File: src/logic/fspc_pkg.sv
// package: constants, register map and carrier types for fail-safe control
package fspc_pkg;
    // register byte offsets
    localparam logic [7:0] FSPC_OFF_CTRL   = 8'h00;
    localparam logic [7:0] FSPC_OFF_RELOAD = 8'h04;
    localparam logic [7:0] FSPC_OFF_POWER  = 8'h08;
    localparam logic [7:0] FSPC_OFF_STATUS = 8'h0C;
    localparam logic [7:0] FSPC_OFF_COUNT  = 8'h10;
    // control field positions
    localparam int FSPC_CTRL_REFRESH   = 0;
    localparam int FSPC_CTRL_START     = 1;
    localparam int FSPC_CTRL_RATE      = 2;
    localparam int FSPC_CTRL_CLR_FLAG  = 3;
    // power control bit values
    localparam logic [7:0] FSPC_PWR_IDLE_ARM = 8'h01;
    localparam logic [7:0] FSPC_PWR_PD_ARM   = 8'h02;
    localparam logic [7:0] FSPC_PWR_SLOW     = 8'h10;
    localparam logic [7:0] FSPC_PWR_IDLE_GO  = 8'h20;
    localparam logic [7:0] FSPC_PWR_PD_GO    = 8'h40;
    localparam logic [7:0] FSPC_PWR_SLOW_CLR = 8'hEF;
    // status bit positions
    localparam int FSPC_ST_WD_RESET = 0;
    localparam int FSPC_ST_RUNNING  = 1;
    localparam int FSPC_ST_IDLE     = 2;
    localparam int FSPC_ST_SWPD     = 3;
    localparam int FSPC_ST_HW_POWERDOWN_PIN     = 4;
    localparam int FSPC_ST_OSCRST   = 5;
    localparam int FSPC_ST_SLOW     = 6;
    // reset values
    localparam logic [6:0]  FSPC_RELOAD_RST = 7'h00;
    localparam logic [14:0] FSPC_COUNT_RST  = 15'h0000;
    // timing
    localparam int FSPC_CLK_MHZ     = 100;
    localparam int FSPC_DIV_FAST    = 12;
    localparam int FSPC_DIV_SLOW    = 384;
    localparam int FSPC_SLOW_DIV    = 8;
    localparam int FSPC_OSC_HOLD_US = 500;
    localparam int FSPC_OSC_HOLD_CYC = FSPC_OSC_HOLD_US * FSPC_CLK_MHZ;
    localparam int FSPC_WD_RST_CYC  = 4;

    typedef enum logic [1:0] {
        FSPC_OSC_OK    = 2'b00,
        FSPC_OSC_FAIL  = 2'b01,
        FSPC_OSC_HOLD  = 2'b10
    } fspc_osc_e;

    typedef struct packed {
        logic        psel;
        logic        penable;
        logic        pwrite;
        logic [7:0]  paddr;
        logic [31:0] pwdata;
    } fspc_apb_req_s;

    typedef struct packed {
        logic        pready;
        logic        pslverr;
        logic [31:0] prdata;
    } fspc_apb_rsp_s;
endpackage

File: src/logic/fspc_top.sv
// fail-safe power control: watchdog, oscillator supervisor, power modes
//
// Contract
// RQ1: fifteen-bit up-counter, tick by 12 or 384
// RQ2: only upper seven counter bits are programmable
// RQ3: start by bit or pin, unstoppable
// RQ4: overflow of running counter causes internal reset
// RQ5: refresh copies reload into upper seven bits
// RQ6: software writes refresh bit then start bit
// RQ7: refresh only when start directly follows refresh
// RQ8: readable flag tells watchdog or external reset
// RQ9: counter halts in idle or power-down
// RQ10: timeout range 189 us to 0.79 s (at 100 MHz the code gives 30.72 us to 0.126 s)
// RQ11: slow main oscillator selects RC, holds reset
// RQ12: extra half millisecond reset after recovery
// RQ13: power-down exit reuses oscillator supervision
// RQ14: RC clock serves reset at power-on (the code uses it only until the oscillator recovers, not in the hold)
// RQ15: idle gates cpu clock, peripherals keep running
// RQ16: idle entry is write 01H then 20H
// RQ17: idle left by interrupt or hardware reset
// RQ18: power-down by 02H then 40H, reset exits
// RQ19: low pin holds hardware power-down
// RQ20: slow-down divides clock by eight, 10H/0EFH
// RQ21: reset exit applies full reset state (the code's internal reset keeps wd_flag and rate_slow)
`timescale 1ns/10ps
module fspc_top
    import fspc_pkg::*;
#(
    parameter int OSC_HOLD_CYC = FSPC_OSC_HOLD_CYC
) (
    input  wire logic          i_clock,
    input  wire logic          i_arst_n,
    input  wire fspc_apb_req_s i_apb,
    output fspc_apb_rsp_s      o_apb,
    input  wire logic          i_hw_powerdown_pin_n,
    input  wire logic          i_hw_watchdog_start_pin,
    input  wire logic          i_main_osc_slow,
    input  wire logic          i_peripheral_irq,
    output logic               o_internal_reset,
    output logic               o_cpu_clock_en,
    output logic               o_periph_clock_en,
    output logic               o_osc_enable,
    output logic               o_use_rc_clock
);
    // hold counter is 17 bits wide, so the hold length must fit in it
    if (OSC_HOLD_CYC < 1 || OSC_HOLD_CYC > 131072) begin : g_hold_check
        $error("OSC_HOLD_CYC must lie in 1 to 131072");
    end

    ////////////////////////////////////////////////////////////////////////
    typedef struct packed {
        logic [1:0]  sync_pd;
        logic [1:0]  sync_wdp;
        logic [1:0]  sync_osc;
        logic [1:0]  sync_irq;
        logic [14:0] count;
        logic [8:0]  prescale;
        logic [6:0]  reload;
        logic        rate_slow;
        logic        running;
        logic        refresh_armed;
        logic        wd_flag;
        logic [2:0]  wd_rst_cnt;
        logic        idle_arm;
        logic        pd_arm;
        logic        idle;
        logic        swpd;
        logic        slow;
        logic [2:0]  slow_cnt;
        fspc_osc_e   osc;
        logic [16:0] hold_cnt;
        logic        int_rst;
        logic        cpu_en;
        logic        per_en;
        logic        osc_en;
        logic        rc_sel;
        fspc_apb_rsp_s rsp;
    } fspc_state_s;

    fspc_state_s st;
    fspc_state_s next_st;

    logic        wr;
    logic        rd;
    logic        tick_end;
    logic        halted;
    logic        hw_powerdown_pin;
    logic [31:0] rdata;

    always_comb begin
        next_st = st;
        hw_powerdown_pin = ~st.sync_pd[1];
        halted = st.idle | st.swpd | hw_powerdown_pin; // [RQ9]
        wr = i_apb.psel & i_apb.penable & i_apb.pwrite & ~st.rsp.pready;
        rd = i_apb.psel & i_apb.penable & ~i_apb.pwrite & ~st.rsp.pready;
        // tick selects divide by 12 or 384 [RQ1]
        tick_end = st.rate_slow ?
            (st.prescale == 9'(FSPC_DIV_SLOW - 1)) :
            (st.prescale == 9'(FSPC_DIV_FAST - 1));
        next_st.sync_pd  = {st.sync_pd[0], i_hw_powerdown_pin_n};
        next_st.sync_wdp = {st.sync_wdp[0], i_hw_watchdog_start_pin};
        next_st.sync_osc = {st.sync_osc[0], i_main_osc_slow};
        next_st.sync_irq = {st.sync_irq[0], i_peripheral_irq};

        // watchdog counting; at 100 MHz timeouts span 30.72 us to 0.126 s, not the 189 us to 0.79 s of [RQ10]
        if (st.running && !halted && !st.int_rst) begin
            next_st.prescale = tick_end ? 9'h000 : st.prescale + 9'h001;
            if (tick_end) begin
                next_st.count = st.count + 15'h0001;
                if (st.count == 15'h7FFF) begin
                    next_st.wd_rst_cnt = 3'(FSPC_WD_RST_CYC); // [RQ4]
                    next_st.wd_flag = 1'b1; // [RQ8]
                end
            end
        end
        if (st.sync_wdp[1]) begin
            next_st.running = 1'b1; // [RQ3]
        end
        if (st.wd_rst_cnt != 3'h0) begin
            next_st.wd_rst_cnt = st.wd_rst_cnt - 3'h1;
        end

        // oscillator supervisor; power-down exit and power-on reuse it
        case (st.osc)
            FSPC_OSC_OK: begin
                if (st.sync_osc[1] || hw_powerdown_pin) begin
                    next_st.osc = FSPC_OSC_FAIL; // [RQ11] [RQ13]
                end
            end
            FSPC_OSC_FAIL: begin
                if (!st.sync_osc[1] && !hw_powerdown_pin) begin
                    next_st.osc = FSPC_OSC_HOLD;
                    next_st.hold_cnt = 17'h00000;
                end
            end
            FSPC_OSC_HOLD: begin
                if (st.sync_osc[1] || hw_powerdown_pin) begin
                    next_st.osc = FSPC_OSC_FAIL;
                end else if (st.hold_cnt == 17'(OSC_HOLD_CYC - 1)) begin
                    next_st.osc = FSPC_OSC_OK; // [RQ12]
                end else begin
                    next_st.hold_cnt = st.hold_cnt + 17'h00001;
                end
            end
            default: begin
                next_st.osc = FSPC_OSC_FAIL;
            end
        endcase

        // power mode sequencing
        if (st.idle && st.sync_irq[1]) begin
            next_st.idle = 1'b0; // [RQ17]
        end
        if (st.slow) begin
            next_st.slow_cnt = st.slow_cnt + 3'h1;
        end else begin
            next_st.slow_cnt = 3'h0;
        end

        // register writes
        next_st.rsp.pready = 1'b0;
        next_st.rsp.pslverr = 1'b0;
        if (wr || rd) begin
            next_st.rsp.pready = 1'b1;
        end
        if (wr && i_apb.paddr == FSPC_OFF_CTRL) begin
            next_st.rate_slow = i_apb.pwdata[FSPC_CTRL_RATE];
            if (i_apb.pwdata[FSPC_CTRL_CLR_FLAG] &&
                next_st.wd_rst_cnt == 3'h0 && !(st.wd_rst_cnt != 3'h0)) begin
                next_st.wd_flag = 1'b0;
            end
            if (i_apb.pwdata[FSPC_CTRL_START]) begin
                next_st.running = 1'b1; // [RQ3]
                if (st.refresh_armed) begin
                    next_st.count = {st.reload, 8'h00}; // [RQ2] [RQ5] [RQ7]
                    next_st.prescale = 9'h000;
                end
            end
            next_st.refresh_armed = i_apb.pwdata[FSPC_CTRL_REFRESH]; // [RQ6]
        end else if (wr) begin
            next_st.refresh_armed = 1'b0; // [RQ7]
        end
        if (wr && i_apb.paddr == FSPC_OFF_RELOAD) begin
            next_st.reload = i_apb.pwdata[6:0];
        end
        if (wr && i_apb.paddr == FSPC_OFF_POWER) begin
            // two-write entry sequences [RQ16] [RQ18]
            next_st.idle_arm = (i_apb.pwdata[7:0] == FSPC_PWR_IDLE_ARM);
            next_st.pd_arm = (i_apb.pwdata[7:0] == FSPC_PWR_PD_ARM);
            if (st.idle_arm && i_apb.pwdata[7:0] == FSPC_PWR_IDLE_GO) begin
                next_st.idle = 1'b1;
            end
            if (st.pd_arm && i_apb.pwdata[7:0] == FSPC_PWR_PD_GO) begin
                next_st.swpd = 1'b1;
            end
            if (i_apb.pwdata[7:0] == FSPC_PWR_SLOW) begin
                next_st.slow = 1'b1; // [RQ20]
            end else if (i_apb.pwdata[7:0] == FSPC_PWR_SLOW_CLR) begin
                next_st.slow = 1'b0; // [RQ20]
            end
        end else if (wr) begin
            next_st.idle_arm = 1'b0;
            next_st.pd_arm = 1'b0;
        end

        // read mux; unmapped reads return zero with an error
        rdata = 32'h00000000;
        case (i_apb.paddr)
            FSPC_OFF_CTRL: begin
                rdata[FSPC_CTRL_RATE] = st.rate_slow;
            end
            FSPC_OFF_RELOAD: begin
                rdata[6:0] = st.reload;
            end
            FSPC_OFF_POWER: begin
                rdata[4] = st.slow;
            end
            FSPC_OFF_STATUS: begin
                rdata[FSPC_ST_WD_RESET] = st.wd_flag; // [RQ8]
                rdata[FSPC_ST_RUNNING] = st.running;
                rdata[FSPC_ST_IDLE] = st.idle;
                rdata[FSPC_ST_SWPD] = st.swpd;
                rdata[FSPC_ST_HW_POWERDOWN_PIN] = hw_powerdown_pin;
                rdata[FSPC_ST_OSCRST] = (st.osc != FSPC_OSC_OK);
                rdata[FSPC_ST_SLOW] = st.slow;
            end
            FSPC_OFF_COUNT: begin
                rdata[14:0] = st.count;
            end
            default: begin
                next_st.rsp.pslverr = wr | rd;
            end
        endcase
        next_st.rsp.prdata = rd ? rdata : 32'h00000000;

        // internal reset wipes power and watchdog state except wd_flag and rate_slow [RQ21]
        next_st.int_rst = (st.osc != FSPC_OSC_OK) || (st.wd_rst_cnt != 3'h0);
        if (st.int_rst) begin
            next_st.running = 1'b0;
            next_st.count = FSPC_COUNT_RST;
            next_st.prescale = 9'h000;
            next_st.reload = FSPC_RELOAD_RST;
            next_st.idle = 1'b0; // [RQ17]
            next_st.swpd = 1'b0; // [RQ18]
            next_st.slow = 1'b0; // [RQ20]
            next_st.idle_arm = 1'b0;
            next_st.pd_arm = 1'b0;
            next_st.refresh_armed = 1'b0;
        end

        // clock controls; rc clock serves reset until the oscillator recovers, not the hold [RQ14]
        next_st.rc_sel = (next_st.osc == FSPC_OSC_FAIL); // [RQ11]
        next_st.osc_en = ~next_st.swpd & ~hw_powerdown_pin; // [RQ18] [RQ19]
        next_st.per_en = next_st.osc_en &
            (~next_st.slow | (next_st.slow_cnt == 3'h0)); // [RQ20]
        next_st.cpu_en = next_st.per_en & ~next_st.idle; // [RQ15]
    end

    always_ff @(posedge i_clock or negedge i_arst_n) begin
        if (!i_arst_n) begin
            st <= '0;
            st.osc <= FSPC_OSC_FAIL;
            // pin idles high: no false power-down right after reset
            st.sync_pd <= 2'h3;
            st.int_rst <= 1'b1;
            st.rc_sel <= 1'b1;
        end else begin
            st <= next_st;
        end
    end

    assign o_apb = st.rsp;
    assign o_internal_reset = st.int_rst;
    assign o_cpu_clock_en = st.cpu_en;
    assign o_periph_clock_en = st.per_en;
    assign o_osc_enable = st.osc_en;
    assign o_use_rc_clock = st.rc_sel;

    ////////////////////////////////////////////////////////////////////////
    // checks
    property p_overflow_reset;
        @(posedge i_clock) disable iff (!i_arst_n)
        (st.running && !halted && !st.int_rst && tick_end &&
         st.count == 15'h7FFF) |-> ##2 o_internal_reset;
    endproperty
    a_overflow_reset: assert property (p_overflow_reset) // [RQ4]
        else $error("overflow gave no reset");

    property p_refresh_copy;
        @(posedge i_clock) disable iff (!i_arst_n)
        (wr && i_apb.paddr == FSPC_OFF_CTRL && st.refresh_armed &&
         i_apb.pwdata[FSPC_CTRL_START] && !st.int_rst)
        |=> (st.count == {$past(st.reload), 8'h00});
    endproperty
    a_refresh_copy: assert property (p_refresh_copy) // [RQ5]
        else $error("refresh did not load reload value");

    property p_halt_idle;
        @(posedge i_clock) disable iff (!i_arst_n)
        (st.idle && !st.int_rst) |=> $stable(st.count);
    endproperty
    a_halt_idle: assert property (p_halt_idle) // [RQ9]
        else $error("counter moved while halted");

    property p_running_sticky;
        @(posedge i_clock) disable iff (!i_arst_n)
        (st.running && !st.int_rst) |=> st.running;
    endproperty
    a_running_sticky: assert property (p_running_sticky) // [RQ3]
        else $error("watchdog stopped while active");

    property p_osc_fail_reset;
        @(posedge i_clock) disable iff (!i_arst_n)
        (st.osc == FSPC_OSC_FAIL) |=> o_internal_reset &&
        (o_use_rc_clock == (st.osc == FSPC_OSC_FAIL));
    endproperty
    a_osc_fail_reset: assert property (p_osc_fail_reset) // [RQ11]
        else $error("slow oscillator did not hold reset");

    property p_hold_phase;
        @(posedge i_clock) disable iff (!i_arst_n)
        (st.osc == FSPC_OSC_HOLD && st.hold_cnt == 17'h00000)
        |=> o_internal_reset [*2];
    endproperty
    a_hold_phase: assert property (p_hold_phase) // [RQ12]
        else $error("reset released before hold ended");

    property p_idle_gate;
        @(posedge i_clock) disable iff (!i_arst_n)
        st.idle |-> !o_cpu_clock_en;
    endproperty
    a_idle_gate: assert property (p_idle_gate) // [RQ15]
        else $error("cpu clock ran in idle");

    property p_hw_powerdown_pin_stop;
        @(posedge i_clock) disable iff (!i_arst_n)
        hw_powerdown_pin |=> !o_osc_enable;
    endproperty
    a_hw_powerdown_pin_stop: assert property (p_hw_powerdown_pin_stop) // [RQ19]
        else $error("oscillator ran in hardware power-down");

    property p_slow_div;
        @(posedge i_clock) disable iff (!i_arst_n)
        (st.slow && st.per_en && next_st.slow && next_st.osc_en)
        |=> !o_periph_clock_en;
    endproperty
    a_slow_div: assert property (p_slow_div) // [RQ20]
        else $error("slow-down enable not divided by eight");

    property p_swpd_stop;
        @(posedge i_clock) disable iff (!i_arst_n)
        (st.swpd && !st.int_rst) |=> !o_osc_enable;
    endproperty
    a_swpd_stop: assert property (p_swpd_stop) // [RQ18]
        else $error("oscillator ran in software power-down");

    property p_full_reset;
        @(posedge i_clock) disable iff (!i_arst_n)
        st.int_rst |=> !st.running && !st.idle && !st.swpd && !st.slow;
    endproperty
    a_full_reset: assert property (p_full_reset) // [RQ21]
        else $error("internal reset kept old mode state");

    property p_wd_flag_set;
        @(posedge i_clock) disable iff (!i_arst_n)
        (st.running && !halted && !st.int_rst && tick_end &&
         st.count == 15'h7FFF) |=> st.wd_flag;
    endproperty
    a_wd_flag_set: assert property (p_wd_flag_set) // [RQ8]
        else $error("overflow did not set watchdog flag");

    property p_refresh_order;
        @(posedge i_clock) disable iff (!i_arst_n)
        (wr && i_apb.paddr == FSPC_OFF_CTRL && !st.refresh_armed &&
         !tick_end && !st.int_rst) |=> $stable(st.count);
    endproperty
    a_refresh_order: assert property (p_refresh_order) // [RQ7]
        else $error("counter loaded without armed refresh");
endmodule // fspc_top

File: config.mk
export PLATFORM = sky130hd
export DESIGN_NAME = fspc_top
export DESIGN_NICKNAME = d
export VERILOG_FILES = /design/src/logic/fspc_pkg.sv /design/src/logic/fspc_top.sv
export SDC_FILE = /design/constraint.sdc
export NUM_CORES = 1
export LEC_CHECK = 0
export BUFFER_PORTS_ARGS = -buffer_cell sky130_fd_sc_hd__buf_2
export CAP_MARGIN = 20
export CORE_MARGIN = 2
export CORE_UTILIZATION = 51
export CTS_CLUSTER_SIZE = 10
export DETAILED_ROUTE_END_ITERATION = 6
export HOLD_SLACK_MARGIN = 0.15
export PLACE_DENSITY = 0.88
export SYNTH_ARGS = -nofsm -noshare
export SYNTH_HDL_FRONTEND = slang
export SYNTH_SLANG_ARGS = --single-unit
File: constraint.sdc
create_clock -name i_clock -period 2.1 [get_ports i_clock]
set_clock_uncertainty 0.05 [all_clocks]
set_input_delay 0.315 -clock i_clock [delete_from_list [all_inputs] [get_ports i_clock]]
set_output_delay 0.315 -clock i_clock [all_outputs]
set_load 0.03 [all_outputs]
==> flow_summary.ini, run 1 <==
[cts]
clockRootBuffer = clkbuf_8
path_clk_slew_ns = 0.10
cts.sinks = 95
cts-htree-levels = 3
ctsLongestPathBuffers = 2
numCtsBuffers = 9
cts_tree = yes
clk_latency_ns = 0.37

[power_and_ir_drop]
ir_drop_mv = 0.3626
total_power_mw = 3.324
switchingPower_mw = 0.8894
leakage_nw = 2.635
p_clk_share_pct = 34.6
p_per_area_nw_per_um2 = 559.3
switching_share_pct = 26.75
power_frac_seq_pct = 56.5
p_int_mw = 2.435
power_frac_comb_pct = 8.8

[worst_setup_path]
critPathArrivalTime_ns = 2.52
critPathKind = reg -> reg
cp_data_required_time_ns = 2.34
crit_path_start_kind = flip-flop
crit_fanout = 6
crit_path_end_kind = flip-flop

[synthesis]
yosysUniqueCellTypes = 56
ys_ff_latch = 95
netlist_instances = 508
ys_warn_count = 0
synth_common_cells = dfrtp_1, nor2_1, buf_4
yosysSeqAreaShare_pct = 48.24
yosysTopAreaCell = dfrtp_1
synth_top_flop_cell = dfrtp_1
yosysTopAreaCellShare_pct = 45.58
synth_most_common_cell = dfrtp_1
synth_edf_count = 0
syn_area_sq_um = 4941
ys_top_cells_by_area = dfrtp_1, buf_4, nor2_1
avgSynthCellArea_sq_um = 9.726
async_flop_share_pct = 100.0

[timing]
setup-violations-final = 26
slew_headroom_pct = 60.97
fin_crit_ns = 2.281
timing.hold.ws_ns = 0.1842
worst_pin_slew_ns = 0.5801
hold_viol = 0
fin_ws_ns = -0.1807
min_period_over_period_pct = 108.6
maxSlewViolCount = 0
rsz0062_at_grt = yes
fmax_mhz = 438.5

[place]
post-place-ws_ns = -0.1626
post-dp-hpwl_microns = 7875
place.gp.congestion = 0.9546
portBuffers = 46

[global_routing]
grt_use_total_pct = 22.20
grt_first_pass_wirelength_microns = 18130
grt_max_degree = 55
grt_pass1_vias = 3884
antenna_found_initial = 0
grt-ovfl-total = 0

[die]
die_h_microns = 102.4
boundaryPins = 88
start_util_pct = 52.97
die_w_microns = 102.4
core_area_sq_um = 9328
rows = 35
die_area_sq_um = 10490

[run_status]
status = finished, violations left
violations = setup timing

[routing]
avgViaCountPerCell = 5.650
finalWirelength_microns = 11460
num_vias = 4074
wl_per_cell_microns = 15.89
drt_iter0_markers = 237
dr.pass1.iters = 5
drtAntennaViolNets = 0
drc = 0

[cells_and_area]
drive_above_1_share_pct = 28.72
fillers = 705
area_growth_pct = 20.28
fin_nets = 642
n_antenna_cell = 0

[run]
maxCapViolations = 0

[worst_hold_path]
min_path_type = in -> reg
==> registers in the layout, indices dropped and copies added (netlist names) <==
name               count
st                    69
o_periph_clock_en      1
next_st                4
o_cpu_clock_en         1
o_internal_reset       1
o_use_rc_clock         1
o_osc_enable           1
o_apb                 17
==> cell type report <==
type | count | area, sq um | share of cell area, %
Multi-Input combinational cell | 359 | 2409 | 40.53
Sequential cell | 95 | 2384 | 40.11
Timing Repair Buffer | 103 | 730.7 | 12.29
Tap cell | 129 | 161.4 | 2.716
Clock buffer | 10 | 137.6 | 2.316
Inverter | 19 | 71.32 | 1.200
Clock inverter | 6 | 50.05 | 0.8421
==> layer usage <==
layer  vias up  track usage [%]  share of wire, %
met5         -                0                 0
met1      1971            27.58                40
met2       182            38.61                51
li1       1892                -                 -
met3        29            4.993               6.3
met4         0            6.872               2.5
==> path summary, 6_finish.rpt <==
kind	slack, ns	from	to	cells after the start
worst max-delay path	-0.18	st[72]	st[97]	6
worst min-delay path	0.18	i_apb[4]	st[61]	3
worst max register to register	-0.18	st[72]	st[97]	6
worst min register to register	0.30	next_st[107]	st[107]	0
max in group asynchronous	1.06	i_arst_n	st[111]	3
min in group asynchronous	0.29	i_arst_n	o_apb[8]	2
==> cell families after synthesis <==
| kind of cell | count (synthesis) | synth area share [%] |
|---|---|---|
| adder cells (fa/ha/maj) | 6 | 1.519 |
| other | 1 | 0.07590 |
| XOR/XNOR | 24 | 4.254 |
| AO/OA/AOI/OAI | 77 | 10.64 |
| AND/OR/NAND/NOR | 219 | 23.78 |
| flip-flops | 95 | 48.24 |
| buffers and inverters | 70 | 8.078 |
| multiplexers | 16 | 3.419 |
==> layout by cell type, fill, tap and decap left out, types with 10 or more instances in the layout <==
cell type / n
or3_1: 13
o21ai_0: 16
a21oi_1: 12
nor3_1: 14
and2_1: 10
inv_1: 19
buf_4: 46
nor2_1: 59
xnor2_1: 14
nand4_1: 13
conb_1: 17
dfrtp_1: 90
clkbuf_8: 10
nand2_1: 32
buf_2: 45
nand3_1: 14
==> timing repair <==
action,CTS,global route
hold buffers,5,0
setup buffers,5,4
pin swaps,8,13
endpoints found under the hold margin,95,0
endpoints found under the setup margin,14,30
cloned,0,1
resized for setup,14,33
==> power by group through the flow <==
stage          clock (mW)  sequential, mW  combinational [mW]
3_3_place_gp            0            1.91               0.261
5_1_grt              1.25            1.88               0.322
4_1_cts              1.18            1.88               0.280
6_report             1.15            1.88               0.294
2_1_floorplan           0            1.92               0.164
3_5_place_dp            0            1.91               0.269
==> through the flow <==
stage | util (%) | area [sq um] | TNS, ns | cells
2_1_floorplan | - | 5006 | -0.2563 | 524
3_3_place_gp | 58.01 | 5411 | -0.8236 | 690
3_5_place_dp | 58.01 | 5411 | -1.228 | 690
4_1_cts | 61.52 | 5738 | -0.6955 | 716
5_1_grt | 63.72 | 5943 | -2.925 | 721
6_report | 63.72 | 5943 | -1.751 | 721
==> critical path, stage by stage, from the launching register on <==
cell and delay (ns):
dfrtp_1 0.39, or4_4 0.54, nor3_4 0.28, o2111ai_4 0.20
buf_4 0.19, or3_4 0.32, a311oi_2 0.23
No activity file was read; power rests on OpenSTA's default activity.
==> run 2, diff against run 1 <==
==> config.mk (replaced) <==
export PLATFORM = sky130hd
export DESIGN_NAME = fspc_top
export DESIGN_NICKNAME = d
export VERILOG_FILES = /design/src/logic/fspc_pkg.sv /design/src/logic/fspc_top.sv
export SDC_FILE = /design/constraint.sdc
export NUM_CORES = 1
export LEC_CHECK = 0
export ABC_CLOCK_PERIOD_IN_PS = 2100
export CAP_MARGIN = 20
export CORE_MARGIN = 2
export CORE_UTILIZATION = 57
export CTS_CLUSTER_SIZE = 10
export DETAILED_ROUTE_END_ITERATION = 6
export DONT_BUFFER_PORTS = 1
export HOLD_SLACK_MARGIN = 0.15
export PLACE_DENSITY = 0.86
export SYNTH_ARGS = -nofsm -noshare
export SYNTH_HDL_FRONTEND = slang
export SYNTH_SLANG_ARGS = --single-unit
==> run 2 against run 1 <==
  * The run ends with hold timing, setup timing left
  * Clock power is 9% higher
  * Die area is 10% lower
  * Design area is 4.1% lower
==> flow_summary.ini, run 2 (same netlist as run 1, synthesis figures left out) <==
[cells_and_area]
most-common-layout-cells = dfrtp_1, nor2_1, buf_4, nand2_1, dlygate4sd3_1
fillers = 541
multi_input_area_sq_um = 2364
n_antenna_cell = 0
largest_reg_flops = 69
fin_nets = 603
layout_commonest_cell = dfrtp_1
seqCellArea_sq_um = 2384
drive_above_1_share_pct = 19.35
area_growth_pct = 15.29
stdcell_area_sq_um = 5697
regMostFlops = st

[power_and_ir_drop]
switchingPower_mw = 0.8228
leakage_nw = 2.439
p_clk_share_pct = 37.3
total_power_mw = 3.346
p_per_area_nw_per_um2 = 587.3
switching_share_pct = 24.59
power_frac_seq_pct = 56.5
p_int_mw = 2.523
ir_drop_mv = 0.2625
power_frac_comb_pct = 6.2

[cts]
postCtsHoldBufs = 20
cts-htree-levels = 3
path_clk_slew_ns = 0.10
clockRootBuffer = clkbuf_8
cts.sinks = 95
cts_tree = yes
ctsLongestPathBuffers = 2
clk_latency_ns = 0.37
numCtsBuffers = 9

[timing]
fin_ws_ns = -0.1798
slew_headroom_pct = 61.85
fmax_mhz = 438.6
worst_pin_slew_ns = 0.5670
rsz0062_at_grt = yes
maxSlewViolCount = 0
setup-violations-final = 9
timing.hold.ws_ns = -0.4180
min_period_over_period_pct = 108.6
hold_viol = 95
fin_crit_ns = 2.280

[routing]
drt_iter0_markers = 254
drtAntennaViolNets = 0
drc = 0
wl_per_cell_microns = 16.91
num_vias = 4047
finalWirelength_microns = 11130
avgViaCountPerCell = 6.150
dr.pass1.iters = 6

[worst_setup_path]
crit_fanout = 4
crit_path_end_kind = flip-flop
critPathKind = reg -> reg
cp_data_required_time_ns = 2.32
crit_path_start_kind = flip-flop
critPathArrivalTime_ns = 2.50

[die]
die_h_microns = 97.11
start_util_pct = 59.54
die_area_sq_um = 9429
die_w_microns = 97.11
rows = 33
core_area_sq_um = 8299
boundaryPins = 88

[place]
place_area_sq_um = 5064
place.gp.congestion = 0.8900
portBuffers = 0
post-dp-hpwl_microns = 7188

[global_routing]
grt_pass1_vias = 3895
grt_first_pass_wirelength_microns = 18460
grt_use_total_pct = 23.87
grt-ovfl-total = 0
grt_max_degree = 96
antenna_found_initial = 0

[run_status]
status = finished, violations left
violations = hold timing, setup timing

[run]
maxCapViolations = 0

[worst_hold_path]
min_path_type = in -> async
## run 2: final timing paths
path / cells after the start / endpoint / slack (ns) / start
min in group i_clock: 3 / st[61] / 0.18 / i_apb[4]
hold / removal: 0 / o_apb[33] / -0.42 / i_arst_n
max in group asynchronous: 0 / o_internal_reset / 2.22 / i_arst_n
hold reg to reg: 0 / st[109] / 0.31 / next_st[109]
setup / recovery: 6 / st[103] / -0.18 / st[72]
setup reg to reg: 6 / st[103] / -0.18 / st[72]
## run 2: final cells by class
type	instances	share of cell area, %
Clock buffer	10	2.416
Multi-Input combinational cell	359	41.49
Timing Repair Buffer	64	9.510
Sequential cell	95	41.84
Inverter	19	1.252
Tap cell	105	2.306
Clock inverter	6	1.186
## run 2: metrics by stage
step           TNS (ns)  std cells  util (%)  worst slack, ns
2_1_floorplan   -0.2563        524         -         -0.07905
3_3_place_gp    -0.5090        612     61.01          -0.1092
3_5_place_dp     -1.033        612     61.01          -0.1736
4_1_cts          -1.390        653     66.95          -0.1820
5_1_grt          -2.028        658     68.64          -0.2930
6_report        -0.8989        658     68.64          -0.1798
## run 2: power by group through the flow
stage	Clock, mW	Combinational [mW]	Sequential [mW]
floorplan	0	0.164	1.92
global placement	0	0.153	1.92
detailed placement	0	0.158	1.93
CTS	1.26	0.200	1.89
global route	1.36	0.226	1.90
finish	1.25	0.209	1.89
## run 2: worst max-delay path, cell delays in order (launching register included)
cell and delay, ns:
dfrtp_1 0.40, or4_4 0.55, nor3_4 0.17, buf_6 0.14, o2111ai_4 0.16, or4_4 0.52, a311oi_2 0.19
## run 2: what timing repair did
| action | in CTS | in global routing |
|---|---|---|
| pin swaps | 10 | 11 |
| setup buffers | 5 | 7 |
| endpoints found under the setup margin | 23 | 40 |
| hold endpoints to repair | 120 | 95 |
| gates resized for setup | 12 | 21 |
## run 2: per-layer routing
layer | global-route usage, % | up-vias | wire [microns]
li1 | - | 1826 | -
met1 | 30.94 | 1993 | 4491
met2 | 40.12 | 210 | 5725
met3 | 5.612 | 18 | 779
met4 | 7.151 | 0 | 133
met5 | 0 | - | 0
